`src/design/ssfpd_defines.svh`:
```
// offsets, field positions, reset values and timing counts of the pulse decoder
`ifndef SSFPD_DEFINES_SVH
`define SSFPD_DEFINES_SVH

// register byte offsets
`define SSFPD_CTRL_OFS 12'h000
`define SSFPD_TICK_OFS 12'h004
`define SSFPD_STAT_OFS 12'h008

// control register fields
`define SSFPD_CTRL_ADDRESSED 0
`define SSFPD_CTRL_OUTMSG_LO 2
`define SSFPD_CTRL_OUTMSG_HI 4
`define SSFPD_CTRL_ZERO_SAMPLE 5
`define SSFPD_CTRL_NO_SAMPLE 6
`define SSFPD_CTRL_SAMPLE_ADR 7
`define SSFPD_CTRL_DIAG_ADR 8
`define SSFPD_CTRL_DIAG_ENABLE 9
`define SSFPD_CTRL_ID_LO 10
`define SSFPD_CTRL_ID_HI 11
`define SSFPD_CTRL_MAXS_LO 12
`define SSFPD_CTRL_MAXS_HI 13
`define SSFPD_CTRL_MASK 32'h0000_3FFD

// reset values
`define SSFPD_CTRL_RST 32'h0000_3210
`define SSFPD_TICK_RST 16'h0014

// pulse set selections
`define SSFPD_OUTMSG_NARROW 3'h4
`define SSFPD_OUTMSG_WIDE 3'h3

// low-width windows in ticks
`define SSFPD_N_OUT_MIN 9'h00F
`define SSFPD_N_OUT_MAX 9'h013
`define SSFPD_N_SMP_MIN 9'h01F
`define SSFPD_N_SMP_MAX 9'h027
`define SSFPD_N_DIAG_MIN 9'h038
`define SSFPD_N_DIAG_MAX 9'h046
`define SSFPD_N_SYNC_MIN 9'h05D
`define SSFPD_N_SYNC_MAX 9'h073
`define SSFPD_W_OUT_MIN 9'h009
`define SSFPD_W_OUT_MAX 9'h051
`define SSFPD_W_SYNC_MIN 9'h069
`define SSFPD_W_SYNC_MAX 9'h0AB
`define SSFPD_W_DIAG_MIN 9'h0D8
`define SSFPD_W_DIAG_MAX 9'h108

// high gaps and frame sync pulse length in ticks
`define SSFPD_RESP_GAP_TICKS 5'h07
`define SSFPD_ADDR_END_TICKS 5'h12
`define SSFPD_SYNC_PULSE_TICKS 6'h38

// processing time: least time rounds up to whole cycles
`define SSFPD_CLK_PERIOD_NS 50
`define SSFPD_MIN_PROC_NS 70400
`define SSFPD_MIN_PROC_CYC ((`SSFPD_MIN_PROC_NS + `SSFPD_CLK_PERIOD_NS - 1) / `SSFPD_CLK_PERIOD_NS)

`endif

```
`src/design/ssfpd_pkg.sv`:
```
// types shared by the pulse decoder files
package ssfpd_pkg;
    typedef enum logic [2:0] {
        FN_NONE,
        FN_OUTPUT,
        FN_SAMPLE,
        FN_DIAG,
        FN_SYNC
    } ssfpd_fn_e;

    typedef enum logic [2:0] {
        ST_IDLE,
        ST_LOW,
        ST_ADDR,
        ST_GAP
    } ssfpd_state_e;

    typedef logic [15:0] ssfpd_tick_t;
endpackage : ssfpd_pkg

```
`src/design/ssfpd_tick_if.sv`:
```
// tick strobe carrier between the decoder and its tick divider
`timescale 1ns/10ps
`default_nettype none
interface ssfpd_tick_if;
    import ssfpd_pkg::*;
    ssfpd_tick_t period;
    logic restart;
    logic tick;
    modport gen (input period, input restart, output tick);
    modport user (output period, output restart, input tick);
endinterface : ssfpd_tick_if
`default_nettype wire

```
`src/design/ssfpd_decoder.sv`:
```
// shared sent function pulse decoder with apb control
// Operation
// (RULE1) function is chosen only by the length of the host's low pulse in ticks
// (RULE2) sequential mode: respond only to requesting pulse when slot equals own id
// (RULE3) keep line high at least 7 ticks after pulse before starting frame
// (RULE4) stretch that gap so 70.4 us pass from pulse rise to sync end
// (RULE5) output request returns held sample if pending, else fresh sample
// (RULE6) hold-on-slot-zero set: sample and hold at output pulse for slot zero
// (RULE7) hold disabled and no slot-zero hold: never hold, always fresh data
// (RULE8) sample pulse latches data at rise unless hold disabled
// (RULE9) sample addressing 0 is silent broadcast; 1 also addresses a responder
// (RULE10) diag addressing 0: silent broadcast, self-test unless self-test disallowed
// (RULE11) diag addressing 1: addressed sensor starts self-test if allowed, no frame
// (RULE12) slot sync pulse makes next addressing pulse slot zero
// (RULE13) narrow set: 15-19 output, 31-39 sample, 56-70 diag, 93-115 sync
// (RULE14) wide set: 9-81 output, 105-171 sync, 216-264 diag, no sample
// (RULE15) addressed mode: 15-19 output, 31-39 sample, 56-70 diag, no sync
// (RULE16) host sends zero to three id increment pulses after addressing pulse
// (RULE17) id increments end after line stays high about 18 ticks
// (RULE18) stretch that 18-tick gap to keep 70.4 us processing time
// (RULE19) addressed mode: only id equal to increment count responds
// (RULE20) all sensors on a bus should share sample addressing settings
// (RULE21) sequential mode: slot advances on addressing pulses, wraps past sensor total
// (RULE22) broadcast-only pulses leave slot tally unchanged
// (RULE23) widths outside every window are ignored without any state change; the code still writes FN_NONE to last_fn and pend_fn and clears inc_count
// (RULE24) low width counted in configured ticks from fall to rise
`timescale 1ns/10ps
`default_nettype none
`include "ssfpd_defines.svh"
module ssfpd_decoder #(
    parameter int LOW_W = 9
) (
    input wire logic pclk,
    input wire logic presetn,
    input wire logic psel,
    input wire logic penable,
    input wire logic pwrite,
    input wire logic [11:0] paddr,
    input wire logic [31:0] pwdata,
    output logic [31:0] prdata,
    output logic pready,
    output logic pslverr,
    input wire logic sent_line,
    output logic sample_hold,
    output logic fresh_sample,
    output logic frame_start,
    output logic frame_use_held,
    output logic diag_start
);
    import ssfpd_pkg::*;

    // the widest window tops out at 264 ticks
    if (LOW_W < 9 || LOW_W > 16) begin : bad_low_w
        $error("LOW_W must be between 9 and 16");
    end

    localparam logic [LOW_W-1:0] LOW_SAT = {LOW_W{1'b1}};
    localparam logic [23:0] MIN_PROC = 24'(`SSFPD_MIN_PROC_CYC);

    // registers
    logic [31:0] ctrl;
    ssfpd_tick_t tick_period;
    logic [1:0] slot_tally;
    logic held_valid;
    ssfpd_state_e state;
    ssfpd_fn_e pend_fn;
    ssfpd_fn_e last_fn;
    logic [LOW_W-1:0] low_ticks;
    logic [4:0] high_ticks;
    logic [10:0] elapsed;
    logic [2:0] inc_count;
    logic line_meta;
    logic line_sync;
    logic line_prev;

    ssfpd_tick_if tif ();

    ssfpd_tick_gen u_tick (
        .pclk(pclk),
        .presetn(presetn),
        .tif(tif)
    );

    // control fields
    wire addressed = ctrl[`SSFPD_CTRL_ADDRESSED];
    wire [2:0] outmsg = ctrl[`SSFPD_CTRL_OUTMSG_HI:`SSFPD_CTRL_OUTMSG_LO];
    wire zero_sample = ctrl[`SSFPD_CTRL_ZERO_SAMPLE];
    wire no_sample = ctrl[`SSFPD_CTRL_NO_SAMPLE];
    wire sample_adr = ctrl[`SSFPD_CTRL_SAMPLE_ADR];
    wire diag_adr = ctrl[`SSFPD_CTRL_DIAG_ADR];
    wire diag_enable = ctrl[`SSFPD_CTRL_DIAG_ENABLE];
    wire [1:0] sensor_id = ctrl[`SSFPD_CTRL_ID_HI:`SSFPD_CTRL_ID_LO];
    wire [1:0] max_sensor = ctrl[`SSFPD_CTRL_MAXS_HI:`SSFPD_CTRL_MAXS_LO];

    // line edges, read only from the second synchroniser stage
    wire fall_evt = line_prev & ~line_sync;
    wire rise_evt = ~line_prev & line_sync;
    assign tif.restart = fall_evt | rise_evt;
    assign tif.period = tick_period;

    // width windows
    wire [8:0] lw = 9'(low_ticks > LOW_W'(9'h1FF) ? LOW_W'(9'h1FF) : low_ticks);
    wire n_out = (lw >= `SSFPD_N_OUT_MIN) && (lw <= `SSFPD_N_OUT_MAX);
    wire n_smp = (lw >= `SSFPD_N_SMP_MIN) && (lw <= `SSFPD_N_SMP_MAX);
    wire n_diag = (lw >= `SSFPD_N_DIAG_MIN) && (lw <= `SSFPD_N_DIAG_MAX);
    wire n_sync = (lw >= `SSFPD_N_SYNC_MIN) && (lw <= `SSFPD_N_SYNC_MAX);
    wire w_out = (lw >= `SSFPD_W_OUT_MIN) && (lw <= `SSFPD_W_OUT_MAX);
    wire w_sync = (lw >= `SSFPD_W_SYNC_MIN) && (lw <= `SSFPD_W_SYNC_MAX);
    wire w_diag = (lw >= `SSFPD_W_DIAG_MIN) && (lw <= `SSFPD_W_DIAG_MAX);
    // saturated counts never match a window, so overlong pulses fall out
    wire sat = (low_ticks == LOW_SAT);
    wire set_narrow = ~addressed && (outmsg == `SSFPD_OUTMSG_NARROW);
    wire set_wide = ~addressed && (outmsg == `SSFPD_OUTMSG_WIDE);

    // classify the finished low pulse [RULE1] [RULE13] [RULE14] [RULE15]
    ssfpd_fn_e fn;
    always_comb begin
        fn = FN_NONE;
        if (sat) begin
            fn = FN_NONE; // [RULE23]
        end else if (addressed) begin
            if (n_out) fn = FN_OUTPUT;
            else if (n_smp) fn = FN_SAMPLE;
            else if (n_diag) fn = FN_DIAG;
        end else if (set_narrow) begin
            if (n_out) fn = FN_OUTPUT;
            else if (n_smp) fn = FN_SAMPLE;
            else if (n_diag) fn = FN_DIAG;
            else if (n_sync) fn = FN_SYNC;
        end else if (set_wide) begin
            if (w_out) fn = FN_OUTPUT;
            else if (w_sync) fn = FN_SYNC;
            else if (w_diag) fn = FN_DIAG;
        end
    end

    // pulse roles; sample and diag addressing are per-sensor settings [RULE9] [RULE20]
    wire is_addr = (fn == FN_OUTPUT) || (fn == FN_SAMPLE && sample_adr)
        || (fn == FN_DIAG && diag_adr);
    wire wants_frame = (fn == FN_OUTPUT) || (fn == FN_SAMPLE && sample_adr);
    wire slot_match = (slot_tally == sensor_id);
    wire [1:0] slot_adv = (slot_tally >= max_sensor) ? 2'h0 : slot_tally + 2'h1;
    // slot-zero hold overrides hold-disabled, matching the documented combination
    wire do_hold = ((fn == FN_SAMPLE) && ~no_sample)
        || ((fn == FN_OUTPUT) && zero_sample && ~addressed && slot_tally == 2'h0);
    wire bcast_diag = (fn == FN_DIAG) && ~diag_adr && diag_enable;

    // gap ends when enough ticks passed and the frame sync would close after 70.4 us
    wire [21:0] sync_cyc = 22'(tick_period) * 22'(`SSFPD_SYNC_PULSE_TICKS);
    wire proc_ok = (24'(elapsed) + 24'(sync_cyc)) >= MIN_PROC;
    wire resp_gap_ok = (high_ticks >= `SSFPD_RESP_GAP_TICKS) && proc_ok;
    wire addr_gap_ok = (high_ticks >= `SSFPD_ADDR_END_TICKS) && proc_ok;
    wire id_match = (inc_count == {1'b0, sensor_id});
    wire elapsed_sat = (elapsed == 11'h7FF);

    // apb decode; zero wait states
    wire setup_ph = psel & ~penable;
    wire wr_acc = psel & penable & pwrite & pready;
    wire hit_ctrl = (paddr == `SSFPD_CTRL_OFS);
    wire hit_tick = (paddr == `SSFPD_TICK_OFS);
    wire hit_stat = (paddr == `SSFPD_STAT_OFS);
    wire hit_any = hit_ctrl | hit_tick | hit_stat;
    wire [31:0] stat_word = {19'h0, 3'(last_fn), 3'(pend_fn), inc_count, held_valid,
        (state != ST_IDLE), slot_tally};
    wire [31:0] rd_mux = hit_ctrl ? ctrl : hit_tick ? {16'h0, tick_period}
        : hit_stat ? stat_word : 32'h0000_0000;

    // two-flop synchroniser on the shared line; prev tracks the synced level
    always_ff @(posedge pclk or negedge presetn) begin
        if (!presetn) begin
            line_meta <= 1'b1;
            line_sync <= 1'b1;
            line_prev <= 1'b1;
        end else begin
            line_meta <= sent_line;
            line_sync <= line_meta;
            line_prev <= line_sync;
        end
    end

    // apb register file; answer data is loaded in the setup cycle
    always_ff @(posedge pclk or negedge presetn) begin
        if (!presetn) begin
            ctrl <= `SSFPD_CTRL_RST;
            tick_period <= `SSFPD_TICK_RST;
            prdata <= 32'h0000_0000;
            pslverr <= 1'b0;
            pready <= 1'b0;
        end else begin
            pready <= 1'b1;
            if (setup_ph) begin
                prdata <= pwrite ? 32'h0000_0000 : rd_mux;
                pslverr <= ~hit_any;
            end
            if (wr_acc && hit_ctrl) ctrl <= pwdata & `SSFPD_CTRL_MASK;
            if (wr_acc && hit_tick) tick_period <= pwdata[15:0];
        end
    end

    // width and gap counters advanced by the tick strobe, elapsed by every pclk cycle [RULE24]
    always_ff @(posedge pclk or negedge presetn) begin
        if (!presetn) begin
            low_ticks <= '0;
            high_ticks <= 5'h00;
            elapsed <= 11'h000;
        end else begin
            if (fall_evt) low_ticks <= '0;
            else if (tif.tick && !line_sync && low_ticks != LOW_SAT) begin
                low_ticks <= low_ticks + LOW_W'(1);
            end
            if (rise_evt) high_ticks <= 5'h00;
            else if (tif.tick && line_sync && high_ticks != 5'h1F) high_ticks <= high_ticks + 5'h01;
            // elapsed counts from the pulse's rising edge
            if (rise_evt && state == ST_LOW) elapsed <= 11'h000;
            else if (!elapsed_sat) elapsed <= elapsed + 11'h001;
        end
    end

    // pulse decoder state machine and its one-cycle action strobes
    always_ff @(posedge pclk or negedge presetn) begin
        if (!presetn) begin
            state <= ST_IDLE;
            slot_tally <= 2'h0;
            held_valid <= 1'b0;
            pend_fn <= FN_NONE;
            last_fn <= FN_NONE;
            inc_count <= 3'h0;
            sample_hold <= 1'b0;
            fresh_sample <= 1'b0;
            frame_start <= 1'b0;
            frame_use_held <= 1'b0;
            diag_start <= 1'b0;
        end else begin
            sample_hold <= 1'b0;
            fresh_sample <= 1'b0;
            frame_start <= 1'b0;
            diag_start <= 1'b0;
            case (state)
                ST_IDLE: begin
                    if (fall_evt) state <= ST_LOW;
                end
                ST_LOW: begin
                    if (rise_evt) begin
                        last_fn <= fn;
                        pend_fn <= fn;
                        inc_count <= 3'h0;
                        state <= ST_IDLE;
                        if (fn != FN_NONE) begin
                            if (do_hold) begin
                                sample_hold <= 1'b1; // [RULE6] [RULE7] [RULE8]
                                held_valid <= 1'b1;
                            end
                            if (bcast_diag) diag_start <= 1'b1; // [RULE10]
                        end
                        if (fn != FN_NONE && addressed && is_addr) begin
                            state <= ST_ADDR; // [RULE16]
                        end else if (fn != FN_NONE && !addressed) begin
                            if (fn == FN_SYNC) slot_tally <= 2'h0; // [RULE12]
                            if (is_addr) slot_tally <= slot_adv; // [RULE21] [RULE22]
                            if (is_addr && slot_match) begin
                                if (fn == FN_DIAG) diag_start <= diag_enable; // [RULE11]
                                else if (wants_frame) state <= ST_GAP; // [RULE2]
                            end
                        end
                    end
                end
                ST_ADDR: begin
                    // count increment pulses; a fifth one can never match any id
                    if (fall_evt && inc_count != 3'h4) inc_count <= inc_count + 3'h1;
                    if (line_sync && addr_gap_ok) begin // [RULE17] [RULE18]
                        state <= ST_IDLE;
                        if (id_match) begin // [RULE19]
                            if (pend_fn == FN_DIAG) begin
                                diag_start <= diag_enable; // [RULE11]
                            end else begin
                                frame_start <= 1'b1; // [RULE5]
                                frame_use_held <= held_valid;
                                fresh_sample <= ~held_valid;
                                held_valid <= 1'b0;
                            end
                        end
                    end
                end
                ST_GAP: begin
                    if (fall_evt) begin
                        // someone else pulled the line; treat it as a new pulse
                        state <= ST_LOW;
                    end else if (resp_gap_ok) begin // [RULE3] [RULE4]
                        state <= ST_IDLE;
                        frame_start <= 1'b1; // [RULE5]
                        frame_use_held <= held_valid;
                        fresh_sample <= ~held_valid;
                        held_valid <= 1'b0;
                    end
                end
                default: state <= ST_IDLE;
            endcase
        end
    end
endmodule : ssfpd_decoder
`default_nettype wire

```
`src/design/ssfpd_tick_gen.sv`:
```
// divider that turns pclk into one-cycle tick strobes of a programmed period
`timescale 1ns/10ps
`default_nettype none
module ssfpd_tick_gen (
    input wire logic pclk,
    input wire logic presetn,
    ssfpd_tick_if.gen tif
);
    import ssfpd_pkg::*;

    ssfpd_tick_t cnt;
    ssfpd_tick_t last;
    logic wrap;

    // a period of zero behaves as one so the strobe never stops
    assign last = (tif.period == 16'h0000) ? 16'h0000 : tif.period - 16'h0001;
    assign wrap = (cnt >= last);

    // restart aligns the tick phase to a line edge
    always_ff @(posedge pclk or negedge presetn) begin
        if (!presetn) begin
            cnt <= 16'h0000;
            tif.tick <= 1'b0;
        end else if (tif.restart) begin
            cnt <= 16'h0000;
            tif.tick <= 1'b0;
        end else begin
            cnt <= wrap ? 16'h0000 : cnt + 16'h0001;
            tif.tick <= wrap;
        end
    end
endmodule : ssfpd_tick_gen
`default_nettype wire

```
`config.mk`:
```
export PLATFORM = sky130hd
export DESIGN_NAME = ssfpd_decoder
export DESIGN_NICKNAME = d
export VERILOG_FILES = /design/src/design/ssfpd_pkg.sv /design/src/design/ssfpd_tick_if.sv /design/src/design/ssfpd_decoder.sv /design/src/design/ssfpd_tick_gen.sv
export VERILOG_INCLUDE_DIRS = /design/src /design/src/design
export SDC_FILE = /design/constraint.sdc
export NUM_CORES = 1
export LEC_CHECK = 0
export BUFFER_PORTS_ARGS = -buffer_cell sky130_fd_sc_hd__buf_2
export CORE_MARGIN = 5
export CORE_UTILIZATION = 60
export CTS_BUF_LIST = sky130_fd_sc_hd__clkbuf_8
export CTS_CLUSTER_SIZE = 16
export DETAILED_ROUTE_END_ITERATION = 12
export HOLD_SLACK_MARGIN = 0.06
export PLACE_DENSITY = 0.81
export SYNTH_ARGS = -nofsm -noshare
export SYNTH_HDL_FRONTEND = slang
export SYNTH_SLANG_ARGS = --single-unit
```
`constraint.sdc`:
```
create_clock -name pclk -period 6.11 [get_ports pclk]
set_input_delay 0.3055 -clock pclk [delete_from_list [all_inputs] [get_ports pclk]]
set_output_delay 0.3055 -clock pclk [all_outputs]
set_load 0.03 [all_outputs]
```
**Yosys cells after proc, flatten, opt, wreduce, memory -nomap -nowiden**

Index checks and enable logic that the tools add are counted.

- Bits in registers: 125
- Bits of input ports: 50

- Add/sub/neg operators: 8
- Multiply operators: 1
- Order comparisons: 20
- Eq/ne operators: 31
- Mux-type cells: 88
- Bitwise logic cells: 18
- Reductions and logical operators: 55

Operator list:

| operator | number |
|---|---|
| 16-bit 2-to-1 mux | 6 |
| 3-bit 2-to-1 mux | 18 |
| 1-bit 2-to-1 mux | 38 |
| 1-bit logical AND | 32 |
| 9-bit by 7-bit less-or-equal comparator with 1-bit output, second input constant | 3 |
| 9-bit 2-to-1 mux | 3 |
| 11-bit by 22-bit adder with 23-bit output | 1 |
| 23-bit by 11-bit >= comparator with 1-bit output, second input constant | 1 |
| 11-bit 2-to-1 mux | 2 |
| 2-bit 2-to-1 mux | 11 |
| 16-bit by 3-bit multiplier with 19-bit output, second input constant | 1 |
| 3-bit by 2-bit equality test with 1-bit output, second input constant | 6 |
| 9-bit by 4-bit >= comparator with 1-bit output, second input constant | 2 |
| 9-bit by 7-bit >= comparator with 1-bit output, second input constant | 2 |
| 2-bit inequality test, second input constant | 9 |
| 16-bit by 1-bit adder with 16-bit output, second input constant | 1 |
| 16-bit >= comparator | 1 |
| 16-bit logical NOT | 1 |
| 16-bit by 1-bit subtractor with 16-bit output, second input constant | 1 |
| 13-bit 2-to-1 mux | 1 |
| 12-bit by 3-bit equality test with 1-bit output, second input constant | 1 |
| 12-bit by 4-bit equality test with 1-bit output, second input constant | 1 |
| 12-bit logical NOT | 1 |
| 3-bit case mux with 4 select lines | 1 |
| 45 further kinds | 77 |

**Longest topological paths before layout**

- Depth in word-level cells: 22
- Gate-level depth with buffers: 19
- Mapped depth without buffers: 19

**Hierarchy**

Synthesis repeated with hierarchy kept, for this count alone.

- Cell total of the unflattened synthesis: 863
- Area total of the unflattened synthesis: 7995.2 um2

By module, submodules not included:

| module | times used | cells an instance | area an instance (um2) | seq. area each (um2) |
|---|---|---|---|---|
| ssfpd_decoder | 1 | 690 | 6503.7 | 2288.4 |
| ssfpd_tick_gen | 1 | 173 | 1491.4 | 425.4 |

**Least setup slack after synthesis**

Ideal clock, no wire load.

- Path type: reg2reg
- Start: register tick_period[1]
- End: register frame_use_held
- Library setup time: 0.125 ns
- Arrival time: 4.499 ns
- Slack: 1.487 ns
- Cell stages (with the launch flop): 19
- Cell sequence: dfrtp_1 fa_1 ha_1 inv_1 fa_1 nand2b_1 nand2b_1 a21oi_1 xnor2_1 ha_1 a21o_1 a221o_1 a31o_2 a2111oi_2 mux2i_1 a221oi_2 o211ai_2 o21ai_1 mux2_2

- Cells in the longest elaborated chain, start to end: 7

RTL lines:

| element | line | source |
|---|---|---|
| start, declared | ssfpd_decoder.sv:62 | `ssfpd_tick_t tick_period;` |
| start signal, assigned | ssfpd_decoder.sv:185 | `` tick_period <= `SSFPD_TICK_RST; `` |
| start signal, assigned | ssfpd_decoder.sv:196 | `if (wr_acc && hit_tick) tick_period <= pwdata[15:0];` |
| 16-bit by 3-bit multiplier with 19-bit output * | ssfpd_decoder.sv:149 | `` wire [21:0] sync_cyc = 22'(tick_period) * 22'(`SSFPD_SYNC_PULSE_TICKS); `` |
| 11-bit by 22-bit adder with 23-bit output * | ssfpd_decoder.sv:150 | `wire proc_ok = (24'(elapsed) + 24'(sync_cyc)) >= MIN_PROC;` |
| 23-bit by 11-bit >= comparator with 1-bit output * | ssfpd_decoder.sv:150 |  |
| 1-bit logical AND | ssfpd_decoder.sv:152 | `` wire addr_gap_ok = (high_ticks >= `SSFPD_ADDR_END_TICKS) && proc_ok; `` |
| 1-bit logical AND | ssfpd_decoder.sv:270 | `if (line_sync && addr_gap_ok) begin` |
| 2-bit inequality test (no line) | n/a |  |
| 6-bit AND reduction (no line) * | n/a |  |
| end signal, assigned | ssfpd_decoder.sv:277 | `frame_use_held <= held_valid;` |
| end signal, assigned | ssfpd_decoder.sv:291 | `frame_use_held <= held_valid;` |
| end, declared | ssfpd_decoder.sv:47 | `output logic frame_use_held,` |

Mark *: on every way between the ends. The rest lies on a longest branch, timed or not.
A chain may end at the register's enable or synchronous reset.

**Final worst setup path**

Ends and elaborated chain as after synthesis.

==> impl_summary.txt <==
----------------------------------------------------
[Setup path]
  Req. time, crit path ... 6.41 ns
  Signal arrival time at the worst endpoint ... 5.33 ns
  Worst reg-to-reg path cell count ... 18
  Type of origin of the critical path ... flop
  Element type at the critical path end ... flop
  Worst Setup Path Type ... reg2reg
  Critical path fanouts, max ... 7

[STA]
  Transition time at the pin with the least slew margin ... 1.20 ns
  Unrepaired setup endpoints after global routing ... false
  Setup clock skew after layout ... 0.0189 ns
  Achievable frequency ... 0.199 GHz
  Slew HR ... 19.4%
  Max Transition Viols Final ... 0
  Final Hold Vio Count ... 0
  Min cycle time layout ... 5.03 ns
  Final setup violation count ... 0
  Total Negative Setup Slacks ... 0 ns
  Fraction of the cycle the final worst path needs ... 82.4%

[Yosys]
  Number of enable-type register cells in the synthesized netlist ... 0
  Area share of the leading cell type in the synthesized netlist ... 29.9%
  Synth Cell Area ... 0.00829 mm²
  Async set-or-reset flop fraction in the synthesized netlist ... 100%
  Cell types occupying the most area after synthesis ... sky130_fd_sc_hd__dfrtp_1 (30%), sky130_fd_sc_hd__ha_1 (12%), sky130_fd_sc_hd__fa_1 (4.1%)
  Per-instance average area after synthesis ... 9.02 µm²
  Seq/Total Area, Yosys ... 32.7%
  Number of cells produced by synthesis ... 919
  Unique cell type count in the Yosys netlist ... 79
  Post-synth top area cell ... sky130_fd_sc_hd__dfrtp_1
  Yosys reg bits ... 108
  Number of warning messages in the yosys log ... 0
  Main synth FF type ... sky130_fd_sc_hd__dfrtp_1

[Die]
  Initial Util ... 60.4%
  Die span in y ... 128 µm
  Top Ports ... 89
  Core ar. ... 0.0137 mm²
  DIE AREA ... 0.0163 mm²
  Chip width ... 128 µm
  Placement row count ... 43

[Final layout]
  Area occupied by multi-input gates ... 0.00519 mm²
  Relative area change from synthesis to final layout ... 7.20%
  Layout cell share with drive strength beyond 1 ... 12.8%
  Sequential standard cell area ... 0.00271 mm²
  Final cell area excluding filler cells ... 0.00889 mm²
  Antenna Diode Count ... 0
  Number of fillers in the final layout ... 1198
  Final net count ... 1105

[Min path]
  Kind of path behind the tightest hold check ... in2reg
  Worst hold path depth ... 2

[Drt]
  DR iter-0 viols ... 708
  Post-DR vias/cell ... 5.91
  Final Routed Wirelength ... 19000 µm
  Length of the first detailed-routing pass in iterations ... 6
  Via count ... 6771
  Average wire per standard cell ... 16.6 µm
  Post-detailed-route count of antenna-violating nets ... 0
  DRC viols ... 0

[Placement]
  PortBufs ... 56
  Routability congestion estimate ... 0.943
  Placed inst area ... 0.00863 mm²
  DP Wirelength ... 14400 µm

[Pwr]
  Sequential fraction of design power ... 51.7%
  Internal power consumption ... 1.07 mW
  Fraction of power consumed by combinational cells ... 15.3%
  Switching fraction of total power ... 30.3%
  Peak supply drop ... 0.102 mV
  Static leakage ... 4.23 nW
  PD cells ... 173 mW/mm²
  Clock network power share ... 33.0%
  Reported net switching power ... 0.466 mW

[Clock network]
  Post_cts resized ... 0
  # Post-CTS Setup Buffers ... 0
  CTS sink count ... 108
  Number of H-tree levels ... 3
  Maximum number of buffers from clock root to sink ... 2
  Number of CTS-inserted buffers ... 9
  Hold-fix buffers, CTS ... 2
  CTS tree ... built
  Clk Tree Root Cell ... sky130_fd_sc_hd__clkbuf_8
  Clock latency of the later-clocked register in the worst-skew pair ... 0.41 ns
  Clock-pin slew of the registers on the worst-case setup and hold paths ... 0.12 ns

[GRT]
  Overflow left after global routing ... 0
  Via count of the first global-routing pass ... 6488
  Pin count of the biggest net entering global routing ... 79
  Wire length of the first global-routing pass ... 31500 µm
  Antenna violations before repair ... 0
  All-layer global routing usage ... 23.9%

[Flow run]
  Max-Cap Viols ... 0

[Status]
  Result of the run ... finished, final reports clean

----------------------------------------------------
==> worst max-delay path, cell delays in order, from the launching register on <==
cell,delay (ns)
sky130_fd_sc_hd__dfrtp_1,0.49
sky130_fd_sc_hd__fa_1,0.56
sky130_fd_sc_hd__ha_1,0.22
sky130_fd_sc_hd__inv_1,0.08
sky130_fd_sc_hd__fa_1,0.41
sky130_fd_sc_hd__nand2b_1,0.20
sky130_fd_sc_hd__nand2b_1,0.08
sky130_fd_sc_hd__a21oi_1,0.07
sky130_fd_sc_hd__xnor2_1,0.13
sky130_fd_sc_hd__ha_1,0.34
sky130_fd_sc_hd__a21o_1,0.21
sky130_fd_sc_hd__a221o_1,0.40
sky130_fd_sc_hd__a31o_2,0.26
sky130_fd_sc_hd__a2111oi_2,0.33
sky130_fd_sc_hd__mux2i_1,0.13
sky130_fd_sc_hd__a221oi_2,0.25
sky130_fd_sc_hd__o211ai_2,0.22
sky130_fd_sc_hd__o21ai_1,0.18
sky130_fd_sc_hd__mux2_2,0.34
==> cell type report <==
cell class	instances	share of cell area, %
inverter	58	2.45
multi-input combinational	725	58.4
clock inverter	7	1.22
clock buffer	9	1.39
sequential	108	30.5
tap	180	2.53
timing repair buffer	59	3.49
==> flip-flops by register name, summed over array words and instances (netlist names), 3 cells and up <==
signal	cells
high_ticks	5
inc_count	3
ctrl	13
prdata	16
elapsed	11
tick_period	16
low_ticks	9
last_fn	3
u_tick.cnt	16
==> cells in the mapped netlist, drive strengths merged (7+ instances only) <==
cell,n
buf,20
dfstp,9
nor3,16
nand2,84
clkbuf,23
xnor2,29
o31ai,8
a21oi,41
or3,10
and3,17
o221ai,8
a21o,15
mux2i,10
nand2b,11
a211oi,10
xor2,24
ha,77
inv,57
nand3,31
nand4,14
o22ai,8
fa,17
dfrtp,99
nor4,8
o21a,9
o211ai,7
mux2,29
o21ai,57
nor2,90
==> path summary, 6_finish.rpt <==
path                                            start                          end  slack (ns)
min in group asynchronous                     presetn       elapsed[0]$_DFFE_PN0P_        0.37
hold / removal                             pwdata[15]  tick_period[15]$_DFFE_PN0P_        0.13
setup / recovery           tick_period[1]$_DFFE_PN0P_   frame_use_held$_DFFE_PN0P_        1.08
max in group asynchronous                     presetn        prdata[1]$_DFFE_PN0P_        4.41
hold reg to reg                   line_meta$_DFF_PN1_          line_sync$_DFF_PN1_        0.36
setup reg to reg           tick_period[1]$_DFFE_PN0P_   frame_use_held$_DFFE_PN0P_        1.08
==> power by group through the flow <==
stage | clock network [mW] | registers (mW) | logic (mW)
5_1_grt | 0.540 | 0.803 | 0.268
3_5_place_dp | 0 | 0.807 | 0.230
6_report | 0.507 | 0.795 | 0.235
2_1_floorplan | 0 | 0.798 | 0.173
3_3_place_gp | 0 | 0.806 | 0.225
4_1_cts | 0.513 | 0.794 | 0.235
==> layer usage <==
metal  vias to the layer above  track usage, %  routed length, µm
met1                      3237            34.1               8970
met3                        28            3.60               1140
li1                       3308               -                  -
met4                         0            7.76                454
met5                         -               0                  0
met2                       198            37.6               8410
==> kinds of logic (layout without fill, tap and decap cells) <==
kind of cell	count (synthesis)	after routing	synth area share (%)
mux	39	39	5.15
flops	108	108	32.7
buf+inv	101	133	5.37
compound gates	209	209	17.0
simple gates	313	313	18.3
fa+ha+maj	94	94	15.7
other cells	2	17	0.0906
xor+xnor	53	53	5.60
==> per-stage QoR <==
step                      util (%)  instances  setup slack [ns]  power, mW  hold WS, ns
final                         64.8       1146              1.08       1.54        0.128
after global routing          64.8       1146             0.753       1.61        0.123
after CTS                     64.8       1146              1.06       1.54        0.116
after detailed placement      62.9       1128              1.12       1.04        0.271
after global placement        62.9       1128              1.20       1.03        0.266
after floorplan                  -        934              1.49      0.971      0.00991
==> layout by cell type (no fill, tap or decap), types with 4 or more instances in the layout <==
master	instances
sky130_fd_sc_hd__fa_1	17
sky130_fd_sc_hd__nand4_1	14
sky130_fd_sc_hd__mux2i_1	10
sky130_fd_sc_hd__and2_1	4
sky130_fd_sc_hd__o21ai_1	4
sky130_fd_sc_hd__clkbuf_8	9
sky130_fd_sc_hd__xnor2_1	29
sky130_fd_sc_hd__dfstp_2	9
sky130_fd_sc_hd__a31oi_1	4
sky130_fd_sc_hd__o21a_1	8
sky130_fd_sc_hd__nand3_1	31
sky130_fd_sc_hd__nor3_1	16
sky130_fd_sc_hd__o221ai_1	8
sky130_fd_sc_hd__a21oi_1	41
sky130_fd_sc_hd__and3_1	17
sky130_fd_sc_hd__inv_1	57
sky130_fd_sc_hd__nand2b_1	11
sky130_fd_sc_hd__o21ai_0	53
sky130_fd_sc_hd__o31ai_1	8
sky130_fd_sc_hd__nor4_1	7
sky130_fd_sc_hd__conb_1	17
sky130_fd_sc_hd__nand2_1	84
sky130_fd_sc_hd__a211oi_1	9
sky130_fd_sc_hd__nor3b_1	6
sky130_fd_sc_hd__or3_1	10
sky130_fd_sc_hd__mux2_2	29
sky130_fd_sc_hd__dfrtp_1	99
sky130_fd_sc_hd__buf_2	55
sky130_fd_sc_hd__nor2_1	90
sky130_fd_sc_hd__xor2_1	24
sky130_fd_sc_hd__o22ai_1	8
sky130_fd_sc_hd__nor2b_1	6
sky130_fd_sc_hd__o211ai_1	6
sky130_fd_sc_hd__ha_1	77
sky130_fd_sc_hd__a21o_1	15
No activity file was read; power rests on OpenSTA's default activity.
